===== config.mk =====
export PLATFORM = sky130hd
export DESIGN_NAME = pmsi_ctrl
export DESIGN_NICKNAME = d
export VERILOG_FILES = /design/src/design/pmsi_pkg.sv /design/src/design/pmsi_ctrl.sv
export VERILOG_INCLUDE_DIRS = /design/src /design/src/design
export SDC_FILE = /design/constraint.sdc
export NUM_CORES = 1
export LEC_CHECK = 0
export ABC_CLOCK_PERIOD_IN_PS = 3000
export BUFFER_PORTS_ARGS = -buffer_cell sky130_fd_sc_hd__buf_2
export CAP_MARGIN = 40
export CELL_PAD_IN_SITES_DETAIL_PLACEMENT = 1
export CELL_PAD_IN_SITES_GLOBAL_PLACEMENT = 2
export CORE_ASPECT_RATIO = 2
export CORE_UTILIZATION = 35
export CTS_CLUSTER_SIZE = 12
export DETAILED_ROUTE_END_ITERATION = 16
export PLACE_DENSITY = 0.87
export SLEW_MARGIN = 10
export SYNTH_ARGS = -nofsm -noshare
export SYNTH_HDL_FRONTEND = slang
export SYNTH_SLANG_ARGS = --single-unit

===== constraint.sdc =====
create_clock -name CLOCK -period 3 [get_ports CLOCK]
set_clock_uncertainty 0.05 [all_clocks]
set_input_delay 0.15 -clock CLOCK [delete_from_list [all_inputs] [get_ports CLOCK]]
set_output_delay 0.15 -clock CLOCK [all_outputs]
set_load 0.02 [all_outputs]

===== src/design/pmsi_defs.svh =====
// Offsets, widths, encodings, reset values and timing counts of the sleep/idle block
`ifndef PMSI_DEFS_SVH
`define PMSI_DEFS_SVH

// Register indices on the plain register port
`define PMSI_ADDR_W 4
`define PMSI_DATA_W 8
`define PMSI_REG_CTRL 4'h0
`define PMSI_REG_CFG 4'h1
`define PMSI_REG_STATUS 4'h2

// Reset values
`define PMSI_CTRL_RST 7'h00
`define PMSI_CFG_RST 6'h00
`define PMSI_RD_IDLE 8'h00

// Clock select encodings
`define PMSI_SEL_SEC 2'h1
`define PMSI_FREQ_OFF 3'h0

// Timing: clock period and analogue intervals in ns
`define PMSI_CLK_PERIOD_NS 10
`define PMSI_CPU_START_DELAY_NS 2000
`define PMSI_INT_OSC_STABILIZE_NS 1000
`define PMSI_WDOG_PERIOD_NS 4000000

// Least times round up to whole cycles
`define PMSI_CSD_CYCLES \
  ((`PMSI_CPU_START_DELAY_NS + `PMSI_CLK_PERIOD_NS - 1) / `PMSI_CLK_PERIOD_NS)
`define PMSI_IOB_CYCLES \
  ((`PMSI_INT_OSC_STABILIZE_NS + `PMSI_CLK_PERIOD_NS - 1) / `PMSI_CLK_PERIOD_NS)
`define PMSI_WDOG_CYCLES (`PMSI_WDOG_PERIOD_NS / `PMSI_CLK_PERIOD_NS)

// Counter widths and zero values
`define PMSI_DLY_W 16
`define PMSI_WDOG_W 20
`define PMSI_DLY_ZERO 16'h0000
`define PMSI_WDOG_ZERO 20'h0_0000

`endif


===== src/design/pmsi_pkg.sv =====
// Types shared by the sleep/idle control block
`include "pmsi_defs.svh"

package pmsi_pkg;

  typedef enum logic [2:0] {ST_RUN, ST_SLEEP, ST_IDLE, ST_WAKE, ST_RST}
    pmsi_state_t;

  typedef enum logic [1:0] {SRC_NONE, SRC_PRI, SRC_SEC, SRC_INT} pmsi_src_t;

  typedef struct packed {
    logic low_src_sel;
    logic [2:0] freq_sel;
    logic [1:0] clk_sel;
    logic idle_en;
  } pmsi_ctrl_t;

  typedef struct packed {
    logic pri_internal;
    logic glb_irq_en;
    logic two_speed_en;
    logic fscm_en;
    logic wdog_en;
    logic sec_osc_en;
  } pmsi_cfg_t;

  typedef struct packed {
    logic [`PMSI_ADDR_W-1:0] addr;
    logic [`PMSI_DATA_W-1:0] wdata;
    logic wr;
    logic rd;
  } pmsi_bus_req_t;

  typedef struct packed {
    logic cpu_clk_en;
    logic periph_clk_en;
    logic pri_osc_en;
    logic sec_osc_en;
    logic fast_int_en;
    logic slow_int_en;
  } pmsi_clk_ctl_t;

endpackage


===== src/design/pmsi_ctrl.sv =====
// Sleep and idle mode control with watchdog and start-up delays
//
// The address-and-strobe port and the register offsets were left to the implementer.
`timescale 1ns/100ps
`default_nettype none
`include "pmsi_defs.svh"

// Overview of operation
// - Sleep with idle clear stops oscillator, clears all clock status flags.
// - Sleep wake waits for selected source, or runs on internal block.
// - Sleep with idle set gates CPU clock; status flags follow the selected idle source.
// - Idle exits only by interrupt, watchdog or reset; start delay only after the first two.
// - Wake-up never alters idle enable or clock select bits.
// - Watchdog time-out in sleep or idle wakes into selected run mode.
// - Primary idle keeps primary clock; primary ready flag stays set.
// - Secondary idle: primary off, ready flag clear, secondary flag set.
// - Secondary idle refused if oscillator disabled; clocks wait for it.
// - Secondary idle wake: CPU resumes on secondary after start delay.
// - Internal idle: primary off, ready clear, lower select bit ignored.
// - Fast internal output enabled by frequency or low source select.
// - Already stable fast output keeps flag; all zero keeps it clear.
// - Internal idle wake resumes on internal; slow source kept as needed.
// - Enabled interrupt flag starts wake-up from sleep or idle.
// - Interrupt wake branches to vector only with global enable set.
// - Interrupt and watchdog exits apply the start delay; execution begins once the source is also ready.
// - Watchdog time-out while executing causes watchdog reset.
// - Watchdog cleared by sleep, clear, clock loss, frequency write.
// - Reset exit held until primary ready; internal flag if internal.
// - Two-speed or monitor: run on internal until primary ready; if primary is ready at reset exit, run stays on internal, primary off.
// - Status flags tell which source clocks the device.
// - Start delay runs concurrently with other start-up delays.
module pmsi_ctrl
  import pmsi_pkg::*;
#(
  parameter int unsigned CSD_CYCLES = `PMSI_CSD_CYCLES,
  parameter int unsigned IOB_CYCLES = `PMSI_IOB_CYCLES,
  parameter int unsigned WDOG_CYCLES = `PMSI_WDOG_CYCLES
)
(
  input wire logic CLOCK,
  input wire logic SYS_RST,
  input wire pmsi_bus_req_t BUS_REQ,
  output logic [`PMSI_DATA_W-1:0] RD_DATA,
  input wire logic SLEEP_EXEC,
  input wire logic WDOG_CLEAR_EXEC,
  input wire logic [7:0] IRQ_FLAGS,
  input wire logic [7:0] IRQ_ENABLES,
  input wire logic RESET_REQ,
  input wire logic PRI_OSC_READY,
  input wire logic SEC_OSC_RUNNING,
  input wire logic CLOCK_LOSS,
  output pmsi_clk_ctl_t CLK_CTL,
  output logic RESET_HOLD,
  output logic CPU_RESUME,
  output logic VECTOR_BRANCH,
  output logic WDOG_RESET
);

  pmsi_state_t state_q;
  pmsi_src_t src_q;
  pmsi_ctrl_t ctrl_q;
  pmsi_cfg_t cfg_q;
  logic two_spd_q;
  logic wake_irq_q;
  logic pri_ready_q;
  logic int_stable_q;
  logic sec_active_q;
  logic [`PMSI_DLY_W-1:0] csd_cnt_q;
  logic [`PMSI_DLY_W-1:0] iob_cnt_q;
  logic [`PMSI_WDOG_W-1:0] wdog_cnt_q;

  logic int_wake;
  logic wdog_to;
  logic wdog_clr;
  logic dev_rst;
  logic pm_state;
  logic wake_go;
  logic sleep_go;
  logic sec_block;
  logic csd_done;
  logic src_rdy;
  logic fast_en;
  logic pri_fallback;
  logic wr_ctrl;
  logic wr_cfg;
  logic freq_wr_int;
  logic resume;

  function automatic pmsi_src_t run_src(input logic [1:0] sel);
    // Upper bit alone picks the internal block; lower bit is then ignored
    if (sel[1])
      return SRC_INT;
    else if (sel == `PMSI_SEL_SEC)
      return SRC_SEC;
    else
      return SRC_PRI;
  endfunction

  function automatic logic src_ok(input pmsi_src_t s);
    unique case (s)
      SRC_PRI: return PRI_OSC_READY;
      SRC_SEC: return SEC_OSC_RUNNING;
      SRC_INT: return 1'b1;
      SRC_NONE: return 1'b0;
    endcase
  endfunction

  assign int_wake = |(IRQ_FLAGS & IRQ_ENABLES);
  assign pm_state = (state_q == ST_SLEEP) || (state_q == ST_IDLE);
  assign wdog_to = cfg_q.wdog_en && !wdog_clr &&
    (wdog_cnt_q == `PMSI_WDOG_W'(WDOG_CYCLES - 1));
  assign dev_rst = RESET_REQ || (wdog_to && state_q == ST_RUN);
  assign wake_go = pm_state && (int_wake || wdog_to) && !RESET_REQ;
  assign sleep_go = (state_q == ST_RUN) && SLEEP_EXEC && !dev_rst;
  assign sec_block = ctrl_q.idle_en && !cfg_q.sec_osc_en &&
    (run_src(ctrl_q.clk_sel) == SRC_SEC);
  assign csd_done = (csd_cnt_q == `PMSI_DLY_ZERO);
  assign src_rdy = src_ok(src_q);
  assign pri_fallback = (cfg_q.two_speed_en || cfg_q.fscm_en) &&
    !PRI_OSC_READY;
  assign fast_en = ((src_q == SRC_INT) &&
    ((ctrl_q.freq_sel != `PMSI_FREQ_OFF) || ctrl_q.low_src_sel)) ||
    ((src_q == SRC_PRI) && cfg_q.pri_internal);
  assign resume = (state_q == ST_WAKE) && csd_done && src_rdy;
  assign wr_ctrl = BUS_REQ.wr && (BUS_REQ.addr == `PMSI_REG_CTRL);
  assign wr_cfg = BUS_REQ.wr && (BUS_REQ.addr == `PMSI_REG_CFG);
  assign freq_wr_int = wr_ctrl && (src_q == SRC_INT) &&
    (BUS_REQ.wdata[5:3] != ctrl_q.freq_sel);
  assign wdog_clr = SLEEP_EXEC || WDOG_CLEAR_EXEC ||
    (CLOCK_LOSS && cfg_q.fscm_en) || freq_wr_int;

  // Mode sequencing and the source that clocks the device
  always_ff @(posedge CLOCK)
  begin
    if (SYS_RST || dev_rst)
    begin
      state_q <= ST_RST;
      src_q <= SRC_PRI;
      two_spd_q <= 1'b0;
      wake_irq_q <= 1'b0;
    end
    else
    begin
      unique case (state_q)
        ST_RUN:
        begin
          if (sleep_go && !sec_block)
          begin
            // Entering a managed mode first shuts the waiting primary down
            two_spd_q <= 1'b0;
            if (ctrl_q.idle_en)
            begin
              state_q <= ST_IDLE;
              src_q <= run_src(ctrl_q.clk_sel);
            end
            else
            begin
              state_q <= ST_SLEEP;
              src_q <= SRC_NONE;
            end
          end
          else if (two_spd_q && PRI_OSC_READY)
          begin
            src_q <= SRC_PRI;
            two_spd_q <= 1'b0;
          end
        end
        ST_SLEEP:
        begin
          if (wake_go)
          begin
            state_q <= ST_WAKE;
            wake_irq_q <= int_wake;
            if ((run_src(ctrl_q.clk_sel) == SRC_PRI) && pri_fallback)
            begin
              src_q <= SRC_INT;
              two_spd_q <= 1'b1;
            end
            else
              src_q <= run_src(ctrl_q.clk_sel);
          end
        end
        ST_IDLE:
        begin
          // Source stays that of the idle mode, so run mode matches it
          if (wake_go)
          begin
            state_q <= ST_WAKE;
            wake_irq_q <= int_wake;
          end
        end
        ST_WAKE:
        begin
          if (resume)
            state_q <= ST_RUN;
        end
        ST_RST:
        begin
          if ((cfg_q.two_speed_en || cfg_q.fscm_en) && !cfg_q.pri_internal)
          begin
            state_q <= ST_RUN;
            src_q <= SRC_INT;
            two_spd_q <= !PRI_OSC_READY;
          end
          else if (cfg_q.pri_internal ? int_stable_q : PRI_OSC_READY)
            state_q <= ST_RUN;
        end
      endcase
    end
  end

  // CPU start delay, loaded on the wake event
  always_ff @(posedge CLOCK)
  begin
    if (SYS_RST)
      csd_cnt_q <= `PMSI_DLY_ZERO;
    else if (wake_go)
      csd_cnt_q <= `PMSI_DLY_W'(CSD_CYCLES);
    else if (!csd_done)
      csd_cnt_q <= csd_cnt_q - 1'b1;
  end

  // Fast internal output stabilisation; clocks keep running meanwhile
  always_ff @(posedge CLOCK)
  begin
    if (SYS_RST || !fast_en)
    begin
      iob_cnt_q <= `PMSI_DLY_W'(IOB_CYCLES);
      int_stable_q <= 1'b0;
    end
    else if (iob_cnt_q != `PMSI_DLY_ZERO)
      iob_cnt_q <= iob_cnt_q - 1'b1;
    else
      int_stable_q <= 1'b1;
  end

  // Status flags follow the active source one cycle later
  always_ff @(posedge CLOCK)
  begin
    if (SYS_RST)
    begin
      pri_ready_q <= 1'b0;
      sec_active_q <= 1'b0;
    end
    else
    begin
      pri_ready_q <= (src_q == SRC_PRI) && !cfg_q.pri_internal &&
        PRI_OSC_READY;
      sec_active_q <= (src_q == SRC_SEC);
    end
  end

  // Watchdog counter; wraps on time-out
  always_ff @(posedge CLOCK)
  begin
    if (SYS_RST || !cfg_q.wdog_en || wdog_clr || wdog_to)
      wdog_cnt_q <= `PMSI_WDOG_ZERO;
    else
      wdog_cnt_q <= wdog_cnt_q + 1'b1;
  end

  // Control bits change only by software or reset
  always_ff @(posedge CLOCK)
  begin
    if (SYS_RST || dev_rst)
      ctrl_q <= `PMSI_CTRL_RST;
    else if (wr_ctrl)
      ctrl_q <= BUS_REQ.wdata[6:0];
  end

  // Configuration survives device resets; only power-up clears it
  always_ff @(posedge CLOCK)
  begin
    if (SYS_RST)
      cfg_q <= `PMSI_CFG_RST;
    else if (wr_cfg)
      cfg_q <= BUS_REQ.wdata[5:0];
  end

  always_ff @(posedge CLOCK)
  begin
    if (SYS_RST || !BUS_REQ.rd)
      RD_DATA <= `PMSI_RD_IDLE;
    else
    begin
      unique case (BUS_REQ.addr)
        `PMSI_REG_CTRL: RD_DATA <= {1'b0, ctrl_q};
        `PMSI_REG_CFG: RD_DATA <= {2'b00, cfg_q};
        `PMSI_REG_STATUS: RD_DATA <= {2'b00, state_q, sec_active_q,
          int_stable_q, pri_ready_q};
        default: RD_DATA <= `PMSI_RD_IDLE;
      endcase
    end
  end

  // Clock gating and oscillator enables
  always_ff @(posedge CLOCK)
  begin
    if (SYS_RST)
      CLK_CTL <= '0;
    else
    begin
      CLK_CTL.cpu_clk_en <= (state_q == ST_RUN) && src_rdy;
      CLK_CTL.periph_clk_en <= src_rdy && (state_q != ST_SLEEP) &&
        (state_q != ST_RST);
      CLK_CTL.pri_osc_en <= (src_q == SRC_PRI) || two_spd_q;
      CLK_CTL.sec_osc_en <= cfg_q.sec_osc_en;
      CLK_CTL.fast_int_en <= fast_en;
      CLK_CTL.slow_int_en <= cfg_q.wdog_en || (src_q == SRC_INT) ||
        (cfg_q.fscm_en && state_q != ST_SLEEP);
    end
  end

  always_ff @(posedge CLOCK)
  begin
    if (SYS_RST)
    begin
      RESET_HOLD <= 1'b1;
      CPU_RESUME <= 1'b0;
      VECTOR_BRANCH <= 1'b0;
      WDOG_RESET <= 1'b0;
    end
    else
    begin
      RESET_HOLD <= (state_q == ST_RST) || dev_rst;
      CPU_RESUME <= resume && !dev_rst;
      VECTOR_BRANCH <= resume && !dev_rst && wake_irq_q &&
        cfg_q.glb_irq_en;
      WDOG_RESET <= wdog_to && (state_q == ST_RUN);
    end
  end
endmodule
`default_nettype wire


-- Yosys cells after proc, flatten, opt, wreduce, memory -nomap -nowiden
Cells that the tools add are included.
- flip-flop bits (word level): 93
- input port bits: 38
- output and inout port bits: 18
- add/subtract/negate cells: 3
- equality and inequality tests: 25
- multiplexer cells: 30
- bitwise gates (word level): 1
- reductions and logical operators: 75
- operator list (operator ; number):
    logical AND 1 bit ; 32
    subtractor 16 x 1 -> 16 bit (second input constant) ; 2
    two-way mux 2 bit ; 12
    one-hot mux 7 bit (3 select lines) ; 1
    adder 20 x 1 -> 20 bit (second input constant) ; 1
    == test 20 x 19 -> 1 bit (second input constant) ; 1
    logical OR 1 bit ; 19
    zero test 16 bit ; 1
    two-way mux 8 bit ; 2
    nonzero test 16 bit ; 1
    two-way mux 3 bit ; 5
    one-hot mux 3 bit (4 select lines) ; 1
    zero test 1 bit ; 10
    inequality test 2 bit (second input constant) ; 5
    inequality test 3 bit (second input constant) ; 3
    bitwise AND 8 bit ; 1
    AND reduction 4 bit ; 2
    OR reduction 8 bit ; 1
    == test 2 x 1 -> 1 bit (second input constant) ; 3
    == test 2 bit (second input constant) ; 3
    == test 3 x 2 -> 1 bit (second input constant) ; 2
    two-way mux 1 bit ; 6
    one-hot mux 2 bit (3 select lines) ; 1
    nonzero test 3 bit ; 2
    other kinds (15) ; 17

-- Logic depth before layout (Yosys ltp)
Gate-level depths: netlist (run 1).
- depth after elaboration: 19
- gate-level depth with buffers: 9
- depth with buffers taken out: 7

-- Worst setup path after synthesis (run 1)
OpenSTA, ideal clock, no wires.
- path type: register -> register
- from: reg csd_cnt_q[0]
- to: reg state_q[0]
- arrival: 2291 ps
- required time: 2821 ps
- setup slack: 530 ps
- cell stages (with the launch flop): 10
- clock period less this slack: 2470 ps
- path through: dfxtp_1 > inv_1 > ha_1 > clkbuf_2 > or4b_1 > or4_4 > buf_6 > o41a_1 > nand3_1 > o31ai_1
- word-level cells in the longest chain between the ends: 5
- RTL lines (element ; line ; RTL):
    from (decl) ; pmsi_ctrl.sv:68 ; logic [`PMSI_DLY_W-1:0] csd_cnt_q;
    from (signal assigned) ; pmsi_ctrl.sv:216 ; csd_cnt_q <= `PMSI_DLY_ZERO;
    from (signal assigned) ; pmsi_ctrl.sv:218 ; csd_cnt_q <= `PMSI_DLY_W'(CSD_CYCLES);
    from (signal assigned) ; pmsi_ctrl.sv:220 ; csd_cnt_q <= csd_cnt_q - 1'b1;
    zero test 16 bit (no line) ; - ;
    logical AND 1 bit (2 in series) ; pmsi_ctrl.sv:124 ; assign resume = (state_q == ST_WAKE) && csd_done && src_rdy;
    inequality test 2 bit (no line) ; - ;
    AND reduction 4 bit (no line) ; - ;
    to (signal assigned) ; pmsi_ctrl.sv:137 ; state_q <= ST_RST;
    to (signal assigned) ; pmsi_ctrl.sv:153 ; state_q <= ST_IDLE;
    to (signal assigned) ; pmsi_ctrl.sv:158 ; state_q <= ST_SLEEP;
    to (decl) ; pmsi_ctrl.sv:59 ; pmsi_state_t state_q;
No other way between the ends.
A chain may end at the register's enable or synchronous reset.

-- Worst setup path in the final report (run 1)
- from: reg csd_cnt_q[0]
- to: reg state_q[1]
The elaborated chain is that of the path after synthesis.

==> results of run 1 <==
per-layer routing:
metal | vias up | GRT usage (%) | routed length (microns)
met3 | 21 | 4.171 | 264
met1 | 1922 | 17.41 | 4201
met2 | 43 | 42.55 | 7620
met4 | 0 | 8.036 | 335
met5 | - | 0 | 0
li1 | 1950 | - | -
where the power goes:
part | internal [mW] | switching [mW] | leakage, nW
clock | 0.735 | 0.470 | 0.150
sequential | 1.31 | 0.101 | 0.745
combinational | 0.343 | 0.456 | 0.989
through the flow:
step | area, sq um | power, mW | utilization, % | hold WS (ns)
CTS | 5104 | 3.461 | 41.85 | 0.006281
global placement | 4786 | 2.189 | 39.24 | 0.3522
floorplan | 4378 | 2.038 | - | 0.2439
detailed placement | 4786 | 2.235 | 39.24 | 0.3675
finish | 5104 | 3.418 | 41.85 | 0.01100
global route | 5104 | 3.591 | 41.85 | 0.02061
final cells by class:
type | instances | area [sq um]
clock buffer | 11 | 232.7
tap | 147 | 183.9
clock inverter | 5 | 85.08
sequential | 92 | 1842
timing repair buffer | 63 | 340.3
multi-input combinational | 379 | 2337
fill | 1473 | 7092
inverter | 22 | 82.58
synth_stat cells, types with 3 or more instances:
cell type / instances / area [sq um]
a211o_1: 3 / 26.28
nor3_1: 38 / 190.2
xnor2_1: 18 / 157.7
or3_1: 9 / 56.30
o21ai_0: 12 / 60.06
or4_1: 7 / 52.55
nor2b_1: 5 / 31.28
inv_1: 22 / 82.58
a211oi_1: 7 / 52.55
a2111oi_0: 3 / 26.28
xor2_1: 21 / 183.9
a21o_1: 3 / 22.52
nor4_1: 9 / 56.30
ha_1: 3 / 37.54
dfxtp_1: 92 / 1842
nand2_1: 32 / 120.1
o211ai_1: 3 / 22.52
nand4_1: 8 / 50.05
nand2b_1: 4 / 25.02
nand3_1: 24 / 120.1
clkbuf_1: 18 / 67.56
a22oi_1: 4 / 30.03
nor2_1: 67 / 251.5
or4_4: 3 / 33.78
nand3b_1: 3 / 22.52
mux2i_1: 16 / 160.2
nor3b_1: 4 / 30.03
o31ai_1: 5 / 37.54
a21oi_1: 34 / 170.2
worst register-to-register path: cells and delay by family, from the launching register on:
kind	cells	cell delay, ns
fa+ha+maj	1	0.15
simple gates	3	1.24
buf+inv	1	0.07
flops	1	0.34
compound gates	2	0.49
sequential cells by signal, indices dropped and copies added (netlist names):
| signal | cells |
|---|---|
| sec_active_q | 1 |
| wake_irq_q | 1 |
| iob_cnt_q | 16 |
| csd_cnt_q | 16 |
| VECTOR_BRANCH | 1 |
| RD_DATA | 7 |
| cfg_q | 6 |
| wdog_cnt_q | 20 |
| CPU_RESUME | 1 |
| state_q | 3 |
| two_spd_q | 1 |
| CLK_CTL | 6 |
| src_q | 2 |
| pri_ready_q | 1 |
| ctrl_q | 7 |
| WDOG_RESET | 1 |
| RESET_HOLD | 1 |
| int_stable_q | 1 |
final timing paths:
path | start | end | slack [ns] | cells past startpoint
setup / recovery | csd_cnt_q[0] | state_q[1] | 0.56 | 7
hold reg to reg | ctrl_q[6] | RD_DATA[6] | 0.42 | 2
hold / removal | BUS_REQ[8] | ctrl_q[6] | 0.01 | 3
setup reg to reg | csd_cnt_q[0] | state_q[1] | 0.56 | 7
cell families after synthesis:
kind of cell               after synthesis  synth area share, %
DFF                                     92                42.07
and+or+nand+nor                        228                27.18
muxes                                   16                3.658
buffers and inverters                   47                4.544
other                                    1              0.08566
adders and majority gates                3               0.8575
xor gates and xnor gates                39                7.802
AOI/OAI and AO/OA                       92                13.80
==> impl_results.md, run 1 <==
- Post-synth cell types: 57
- CP top delay family: simple AND/OR/NAND/NOR gates
- Outcome: finished, final reports clean
- CTS tree: done
- Nature of the critical path endpoint: flip-flop
- Post-synth EDFFs: 0
- Pre-Repair DR Iteration Count: 4
- Tightest Hold Check Type: in -> reg
- CP max stage delay: 0.60 ns
- First-pass GRT wire length: 20330 microns
- Clk sinks: 92
- CTS hold repair buffers: 0
- Critical path type: reg -> reg
- MaxCap Viol Count: 0
- Final period util: 81.45%
- Share of flip-flops with an asynchronous set or reset: 0%
- Initial Util: 35.90%
- Post-DP HPWL: 9806 microns
- Via count: 3936
- Wire per inst: 17.28 microns
- NumNets Final: 608
- Power Dens Cells: 669.7 mW/mm^2
- Initial antenna violation count: 0
- Most frequent cells in the layout: dfxtp_1 (92), nor2_1 (67), buf_2 (53)
- F_max: 0.4092 GHz
- Vias in the first global route: 4306
- Vias per cell: 5.474
- Sequential element share of the synthesized area: 42.07%
- Layout cells sized above 1: 15.21%
- Die H: 160.2 microns
- Iter 0 DRT Violations: 131
- Synth Area per Inst: 8.452 sq um
- Critical-path maximum fanout: 11
- Actual slew at the worst max-slew pin: 0.7132 ns
- Ports: 56
- Placed Instances: 703
- Critical path launch point type: flip-flop
- Gates resized, CTS repair: 0
- Final setup fails: 0
- Most common cell after layout, fill and taps aside: dfxtp_1
- Antenna Cells: 0
- WL final: 12420 microns
- Clock root buffer master: clkbuf_16
- Max Slew Vio Count: 0
- Synth Register Bits: 92
- RSZ-0062 raised after global routing: false
- Syn_nets: 559
- Syn. warnings: 0
- Die Area: 0.01299 sq mm
- CTS clk-pin slew, worst paths: 0.07 ns
- Period minus WS final: 2.444 ns
- Ys flop type: dfxtp_1
- CP max stage cell: or4_4
- Crit-path cells: inv_1 -> ha_1 -> or4b_1 -> or4_4 -> o41a_1 -> nand3_1 -> o31ai_1
- DP Worst Slack: 0.5471 ns
- Die Width: 81.09 microns
- IO Port Bufs: 53
- Worst path buffer plus inverter count: 1
- Total CTS buffers: 9
- Area of the mapped netlist: 0.004378 sq mm
- Cells after synthesis: 518
- GR Util All Layers: 20.52%
- Req. time, crit path: 3.18 ns
- Max IR drop VDD: 0.4075 mV
- Leak Pwr: 1.885 nW
- Drt drc: 0
- Final worst slack: 0.5565 ns
- Post-route ant nets: 0
- Post-route insts no fill: 719
- Total grt overflow: 0
- Placer Congestion: 0.7876
- Std-Cell Rows: 57
- Setup TNS: 0 ns
- Largest net degree at the start of global routing: 21
- Max transition margin: 51.22%
- Max Buffers Root-to-Sink: 2
- H-tree lvl count: 3
- Final hold violation count: 0
- CP Data Arrival Time: 2.62 ns
- Core Area: 0.01220 sq mm
- Clk_lat worst skew: 0.34 ns
- Synth-to-layout area growth: 16.58%
- Setup Buffers After CTS: 0
No activity file was read; power rests on OpenSTA's default activity.
==> run 2, diff against run 1 <==
--- a/config.mk
+++ b/config.mk
@@ -6,16 +6,16 @@
 export SDC_FILE = /design/constraint.sdc
 export NUM_CORES = 1
 export LEC_CHECK = 0
-export ABC_CLOCK_PERIOD_IN_PS = 3000
+export ABC_CLOCK_PERIOD_IN_PS = 2000
 export BUFFER_PORTS_ARGS = -buffer_cell sky130_fd_sc_hd__buf_2
 export CAP_MARGIN = 40
 export CELL_PAD_IN_SITES_DETAIL_PLACEMENT = 1
 export CELL_PAD_IN_SITES_GLOBAL_PLACEMENT = 2
 export CORE_ASPECT_RATIO = 2
-export CORE_UTILIZATION = 35
+export CORE_UTILIZATION = 31
 export CTS_CLUSTER_SIZE = 12
 export DETAILED_ROUTE_END_ITERATION = 16
-export PLACE_DENSITY = 0.87
+export PLACE_DENSITY = 0.82
 export SLEW_MARGIN = 10
 export SYNTH_ARGS = -nofsm -noshare
 export SYNTH_HDL_FRONTEND = slang
==> constraint.sdc (replaced) <==
create_clock -name CLOCK -period 2 [get_ports CLOCK]
set_clock_uncertainty 0.05 [all_clocks]
set_input_delay 0.1 -clock CLOCK [delete_from_list [all_inputs] [get_ports CLOCK]]
set_output_delay 0.1 -clock CLOCK [all_outputs]
set_load 0.02 [all_outputs]
==> impl_results.md, run 2 (synthesis results as in run 1) <==
- Vias per cell: 5.221 (-4.6%)
- Max Buffers Root-to-Sink: 2 (unchanged)
- Synth-to-layout area growth: 44.93%
- Pre-Repair DR Iteration Count: 4 (unchanged)
- Die Width: 86.03 microns (+6.1%)
- Hold Path End: pri_ready_q
- Period minus WS final: 2.199 ns (-0.2441 ns)
- H-tree lvl count: 3 (unchanged)
- Outcome: complete, but fails checks
- CP Data Arrival Time: 2.38 ns (-0.24 ns)
- WL final: 15290 microns (+23%)
- Placer Congestion: 0.9026 (+15%)
- Critical path type: reg -> reg
- Biggest regs: wdog_cnt_q: 20 flops, csd_cnt_q: 16 flops, iob_cnt_q: 16 flops
- Iter 0 DRT Violations: 153 (+17%)
- Total CTS buffers: 9 (unchanged)
- R2r endpoint: state_q[1]
- Max transition margin: 45.75% (-5.5 points)
- Most frequent cells in the layout: buf_4 (90), dfxtp_1 (82), nor2_1 (67)
- R2R Setup Slk: -0.20 ns (-0.76 ns)
- Via count: 4495 (+14%)
- Clk_lat worst skew: 0.35 ns (about the same)
- Clk sinks: 92 (unchanged)
- RSZ-0062 raised after global routing: true
- Final Util: 45.93% (+4.1 points)
- Vias in the first global route: 4759 (+11%)
- Final worst slack: -0.1995 ns (-0.7559 ns)
- Std-Cell Rows: 61 (+7.0%)
- Final hold violation count: 0 (unchanged)
- Max IR drop VDD: 0.4497 mV (+10%)
- CTS clk-pin slew, worst paths: 0.07 ns (about the same)
- Power Dens Cells: 972.1 mW/mm^2 (+45%)
- Failing checks: negative setup slack
- Reg2Reg Depth: 7 (unchanged)
- Leak Pwr: 2.487 nW (+32%)
- Nature of the critical path endpoint: flip-flop
- Filler cells: 1650 (+12%)
- Drt drc: 0 (unchanged)
- Clock root buffer master: clkbuf_16
- Core Area: 0.01381 sq mm (+13%)
- Setup TNS: -2.422 ns (-2.422 ns)
- Initial antenna violation count: 1 (+1)
- Largest register by flop count: wdog_cnt_q
- Most common cell after layout, fill and taps aside: buf_4
- CTS tree: done
- Placed Instances: 822 (+17%)
- F_max: 0.4547 GHz (+11%)
- Post-route insts no fill: 861 (+20%)
- IO Port Bufs: 53 (unchanged)
- Critical path launch point type: flip-flop
- Min-delay src: SYS_RST
- Req. time, crit path: 2.18 ns (-1.00 ns)
- Total grt overflow: 0 (unchanged)
- Final period util: 110.0% (+29 points)
- Max reg flops: 20 (unchanged)
- Total power: 6.168 mW (+80%)
- Initial Util: 31.69% (-4.2 points)
- Die H: 170.1 microns (+6.2%)
- Post-DP HPWL: 11700 microns (+19%)
- Tightest Hold Check Type: in -> reg
- NumNets Final: 707 (+16%)
- First-pass GRT wire length: 23040 microns (+13%)
- MaxCap Viol Count: 0 (unchanged)
- Worst hold path depth: 3 (unchanged)
- Ports: 56 (unchanged)
- GR Util All Layers: 20.61% (+0.095 points)
- Layout cells sized above 1: 36.51% (+21 points)
- FF-to-FF Start: csd_cnt_q[0]
- Final setup fails: 22 (+22)
- Post-route ant nets: 0 (unchanged)
- Critical-path maximum fanout: 3 (-8)
- Max Slew Vio Count: 0 (unchanged)
- Actual slew at the worst max-slew pin: 0.8052 ns (+0.09196 ns)
- Die Area: 0.01463 sq mm (+13%)
- Wire per inst: 17.75 microns (+2.8%)
- Largest net degree at the start of global routing: 21 (unchanged)
## run 2: cell count changes in the layout (fill, tap and decap cells not counted), sizes merged, moves of 2 or more
cell	delta
clkbuf	-2
buf	+92
clkinv	+2
dlygate4sd3	+7
## run 2: cell type report
cell class / count / area, sq um / share of cell area [%]
multi-input cells: 379 / 2656 / 41.87
flip-flops and latches: 92 / 1854 / 29.23
repair buffers: 162 / 1164 / 18.34
well taps: 189 / 236.5 / 3.727
clock buffers: 9 / 225.2 / 3.550
clock inverters: 7 / 123.9 / 1.952
inverters: 22 / 82.58 / 1.302
diodes: 1 / 2.502 / 0.03944
## run 2: timing repair
item / in CTS / in global routing
gates cloned: 0 / 1
pin swaps: 21 / 22
setup buffers: 5 / 10
hold buffers: 7 / 0
endpoints found under the hold margin: 11 / 0
resized for setup: 27 / 53
setup endpoints to repair: 40 / 42
## run 2: report_power, final
part,total (mW),switching (mW),internal [mW],leakage (nW)
clock,1.99,0.762,1.23,0.172
sequential,2.06,0.0897,1.97,0.748
combinational,2.11,1.05,1.05,1.57
total,6.17,1.91,4.26,2.49
## run 2: how the worst max path moves through the flow
stage | startpoint | cells past startpoint | to | slack (ns)
2_1_floorplan | csd_cnt_q[0] | 9 | state_q[0] | -0.36
3_3_place_gp | csd_cnt_q[1] | 7 | state_q[1] | -0.15
3_5_place_dp | csd_cnt_q[1] | 7 | state_q[0] | -0.21
6_report | csd_cnt_q[0] | 7 | state_q[1] | -0.20
4_1_cts | csd_cnt_q[4] | 5 | state_q[0] | -0.19
5_1_grt | csd_cnt_q[7] | 5 | state_q[0] | -0.25
## run 2: per-layer routing
layer | part of all wire, % | track usage (%)
met4 | 5.0 | 12.25
met1 | 31 | 16.93
met5 | 0 | 0
met2 | 61 | 43.27
met3 | 2.1 | 3.055
## run 2: through the flow
stage,setup slack (ns),instance area (sq um),hold WS (ns)
floorplan,-0.3645,4436,0.1939
global placement,-0.1470,5485,0.3035
detailed placement,-0.2060,5485,0.3247
CTS,-0.1908,6058,0.01922
global route,-0.2471,6345,0.04067
finish,-0.1995,6345,0.03130
## run 2: worst max-delay path: stages (launching register included)
cell,delay (ns)
dfxtp_2,0.33
inv_2,0.07
ha_4,0.12
or4b_4,0.47
or4_4,0.45
o41a_1,0.41
nand3_1,0.11
o31ai_1,0.07
==> run 3, diff against run 2 <==
--- a/config.mk
+++ b/config.mk
@@ -15,6 +15,7 @@
 export CORE_UTILIZATION = 31
 export CTS_CLUSTER_SIZE = 12
 export DETAILED_ROUTE_END_ITERATION = 16
+export GPL_TIMING_DRIVEN = 0
 export PLACE_DENSITY = 0.82
 export SLEW_MARGIN = 10
 export SYNTH_ARGS = -nofsm -noshare
==> impl_results.md, run 3 (synthesis results as in run 1) <==
- Post-route ant nets: 0 (unchanged)
- Met2 Routed Length: 8991 microns (-4.3%)
- CTS tree: done
- Largest register by flop count: wdog_cnt_q
- Req. time, crit path: 2.19 ns (about the same)
- Layout cells sized above 1: 31.42% (-5.1 points)
- Total CTS buffers: 9 (unchanged)
- RSZ-0062 raised after global routing: true
- Drt drc: 0 (unchanged)
- Final worst slack: -0.3696 ns (-0.1701 ns)
- Via count: 4321 (-3.9%)
- Leak Pwr: 2.217 nW (-11%)
- Crit-path cells: or4_4 -> or4_4 -> buf_8 -> o41a_1 -> nand3_1 -> o31ai_1
- Fin Hold WS: 0.007733 ns (-0.02357 ns)
- Synth-to-layout area growth: 39.55%
- Post-DP HPWL: 10720 microns (-8.4%)
- Pre-Repair DR Iteration Count: 5 (+1)
- Iter 0 DRT Violations: 175 (+14%)
- Clock root buffer master: clkbuf_16
- Max IR drop VDD: 0.4137 mV (-8.0%)
- NumNets Final: 663 (-6.2%)
- H-tree lvl count: 3 (unchanged)
- Nature of the critical path endpoint: flip-flop
- Actual slew at the worst max-slew pin: 0.6971 ns (-0.1081 ns)
- Critical path launch point type: flip-flop
- Max Slew Vio Count: 0 (unchanged)
- Power Dens Cells: 932.2 mW/mm^2 (-4.1%)
- Vias per cell: 5.295 (+1.4%)
- Cell mode on critical path: or4_4
- WL final: 14950 microns (-2.2%)
- Largest net degree at the start of global routing: 17 (-19%)
- Met1 WL: 4696 microns (-2.2%)
- Top sig layer: met4
- Critical-path maximum fanout: 5 (+2)
- Die H: 170.1 microns (unchanged)
- Placed Instances: 759 (-7.7%)
- CP Data Arrival Time: 2.56 ns (+0.18 ns)
- Antenna Cells: 0 (-1)
- F_max: 0.4220 GHz (-7.2%)
- Total power: 5.695 mW (-7.7%)
- CP max stage cell: or4_4
- GR Util All Layers: 20.91% (+0.30 points)
- Die Area: 0.01463 sq mm (unchanged)
- Post-route insts no fill: 816 (-5.2%)
- Ports: 56 (unchanged)
- Vias in the first global route: 4731 (-0.59%)
- Initial Util: 31.69% (unchanged)
- Clk sinks: 92 (unchanged)
- Failing checks: negative setup slack
- Placer Congestion: 0.8520 (-5.6%)
- Max Buffers Root-to-Sink: 2 (unchanged)
- Outcome: complete, but fails checks
- First-pass GRT wire length: 23330 microns (+1.3%)
- IO Port Bufs: 51 (-3.8%)
- Max transition margin: 53.33% (+7.6 points)
- CP max stage delay: 0.57 ns (+0.10 ns)
- Wire per inst: 18.32 microns (+3.2%)
- Final hold violation count: 0 (unchanged)
- Filler cells: 1623 (-1.6%)
- Clk_lat worst skew: 0.35 ns (about the same)
- Critical path type: reg -> reg
- Std-Cell Rows: 61 (unchanged)
- CTS clk-pin slew, worst paths: 0.07 ns (about the same)
- Core Area: 0.01381 sq mm (unchanged)
- Worst path buffer plus inverter count: 1 (unchanged)
- Biggest regs: wdog_cnt_q: 20 flops, csd_cnt_q: 16 flops, iob_cnt_q: 16 flops
- Most common cell after layout, fill and taps aside: dfxtp_1
- Met3 Wirelength: 318 microns (-0.93%)
- Most frequent cells in the layout: dfxtp_1 (77), nor2_1 (66), buf_2 (53)
- Tightest Hold Check Type: in -> reg
- Final setup fails: 34 (+55%)
- CP top delay family: simple AND/OR/NAND/NOR gates
- Period minus WS final: 2.370 ns (+0.1701 ns)
- Die Width: 86.03 microns (unchanged)
- Initial antenna violation count: 0 (-1)
- Max reg flops: 20 (unchanged)
- Final period util: 118.5% (+8.5 points)
- MaxCap Viol Count: 0 (unchanged)
- Total grt overflow: 0 (unchanged)
==> run 3: where the power goes <==
group / switching, mW / internal (mW) / leakage [nW] / total [mW]
sequential: 0.144 / 1.98 / 0.753 / 2.12
combinational: 0.874 / 0.837 / 1.31 / 1.71
clock: 0.754 / 1.11 / 0.158 / 1.86
==> run 3: tightest hold or removal path, stage by stage <==
cell	delay, ns
buf_2	0.12
mux2i_1	0.08
nor2_1	0.07
==> run 3: worst paths after layout <==
check                    start             to  slack, ns  cells after the start
setup / recovery  csd_cnt_q[4]     state_q[1]      -0.37                      6
hold reg to reg     wake_irq_q  VECTOR_BRANCH       0.42                      2
setup reg to reg  csd_cnt_q[4]     state_q[1]      -0.37                      6
hold / removal      BUS_REQ[7]       cfg_q[5]      0.008                      3
==> run 3: area by class of cell <==
cell class,instances,area (sq um),share of cell area [%]
Inverter,22,85.08,1.393
Tap cell,189,236.5,3.871
Buffer,20,135.1,2.212
Timing Repair Buffer,98,721.9,11.82
Sequential cell,92,1876,30.70
Clock inverter,6,95.09,1.556
Multi-Input combinational cell,379,2731,44.71
Clock buffer,10,229.0,3.748
==> run 3: timing repair <==
action,4_1_cts,5_1_grt
hold endpoints to repair,10,0
hold buffers,8,0
setup endpoints to repair,65,62
setup buffers,21,14
cloned,1,2
pin swaps,28,21
resized for setup,62,52
==> run 3: layer usage <==
| layer | global-route usage [%] | up-vias |
|---|---|---|
| met4 | 14.78 | 0 |
| li1 | - | 2055 |
| met3 | 3.298 | 52 |
| met2 | 43.37 | 81 |
| met5 | 0 | - |
| met1 | 16.54 | 2133 |
==> run 3: through the flow <==
step	setup WS [ns]	utilization (%)	area, sq um	TNS, ns
after floorplan	-0.3645	-	4436	-2.399
after global routing	-0.4017	44.23	6110	-8.383
after global placement	-0.6264	35.67	4927	-21.53
final	-0.3696	44.23	6110	-6.224
after CTS	-0.4548	41.70	5761	-5.115
after detailed placement	-0.6809	35.75	4938	-24.76
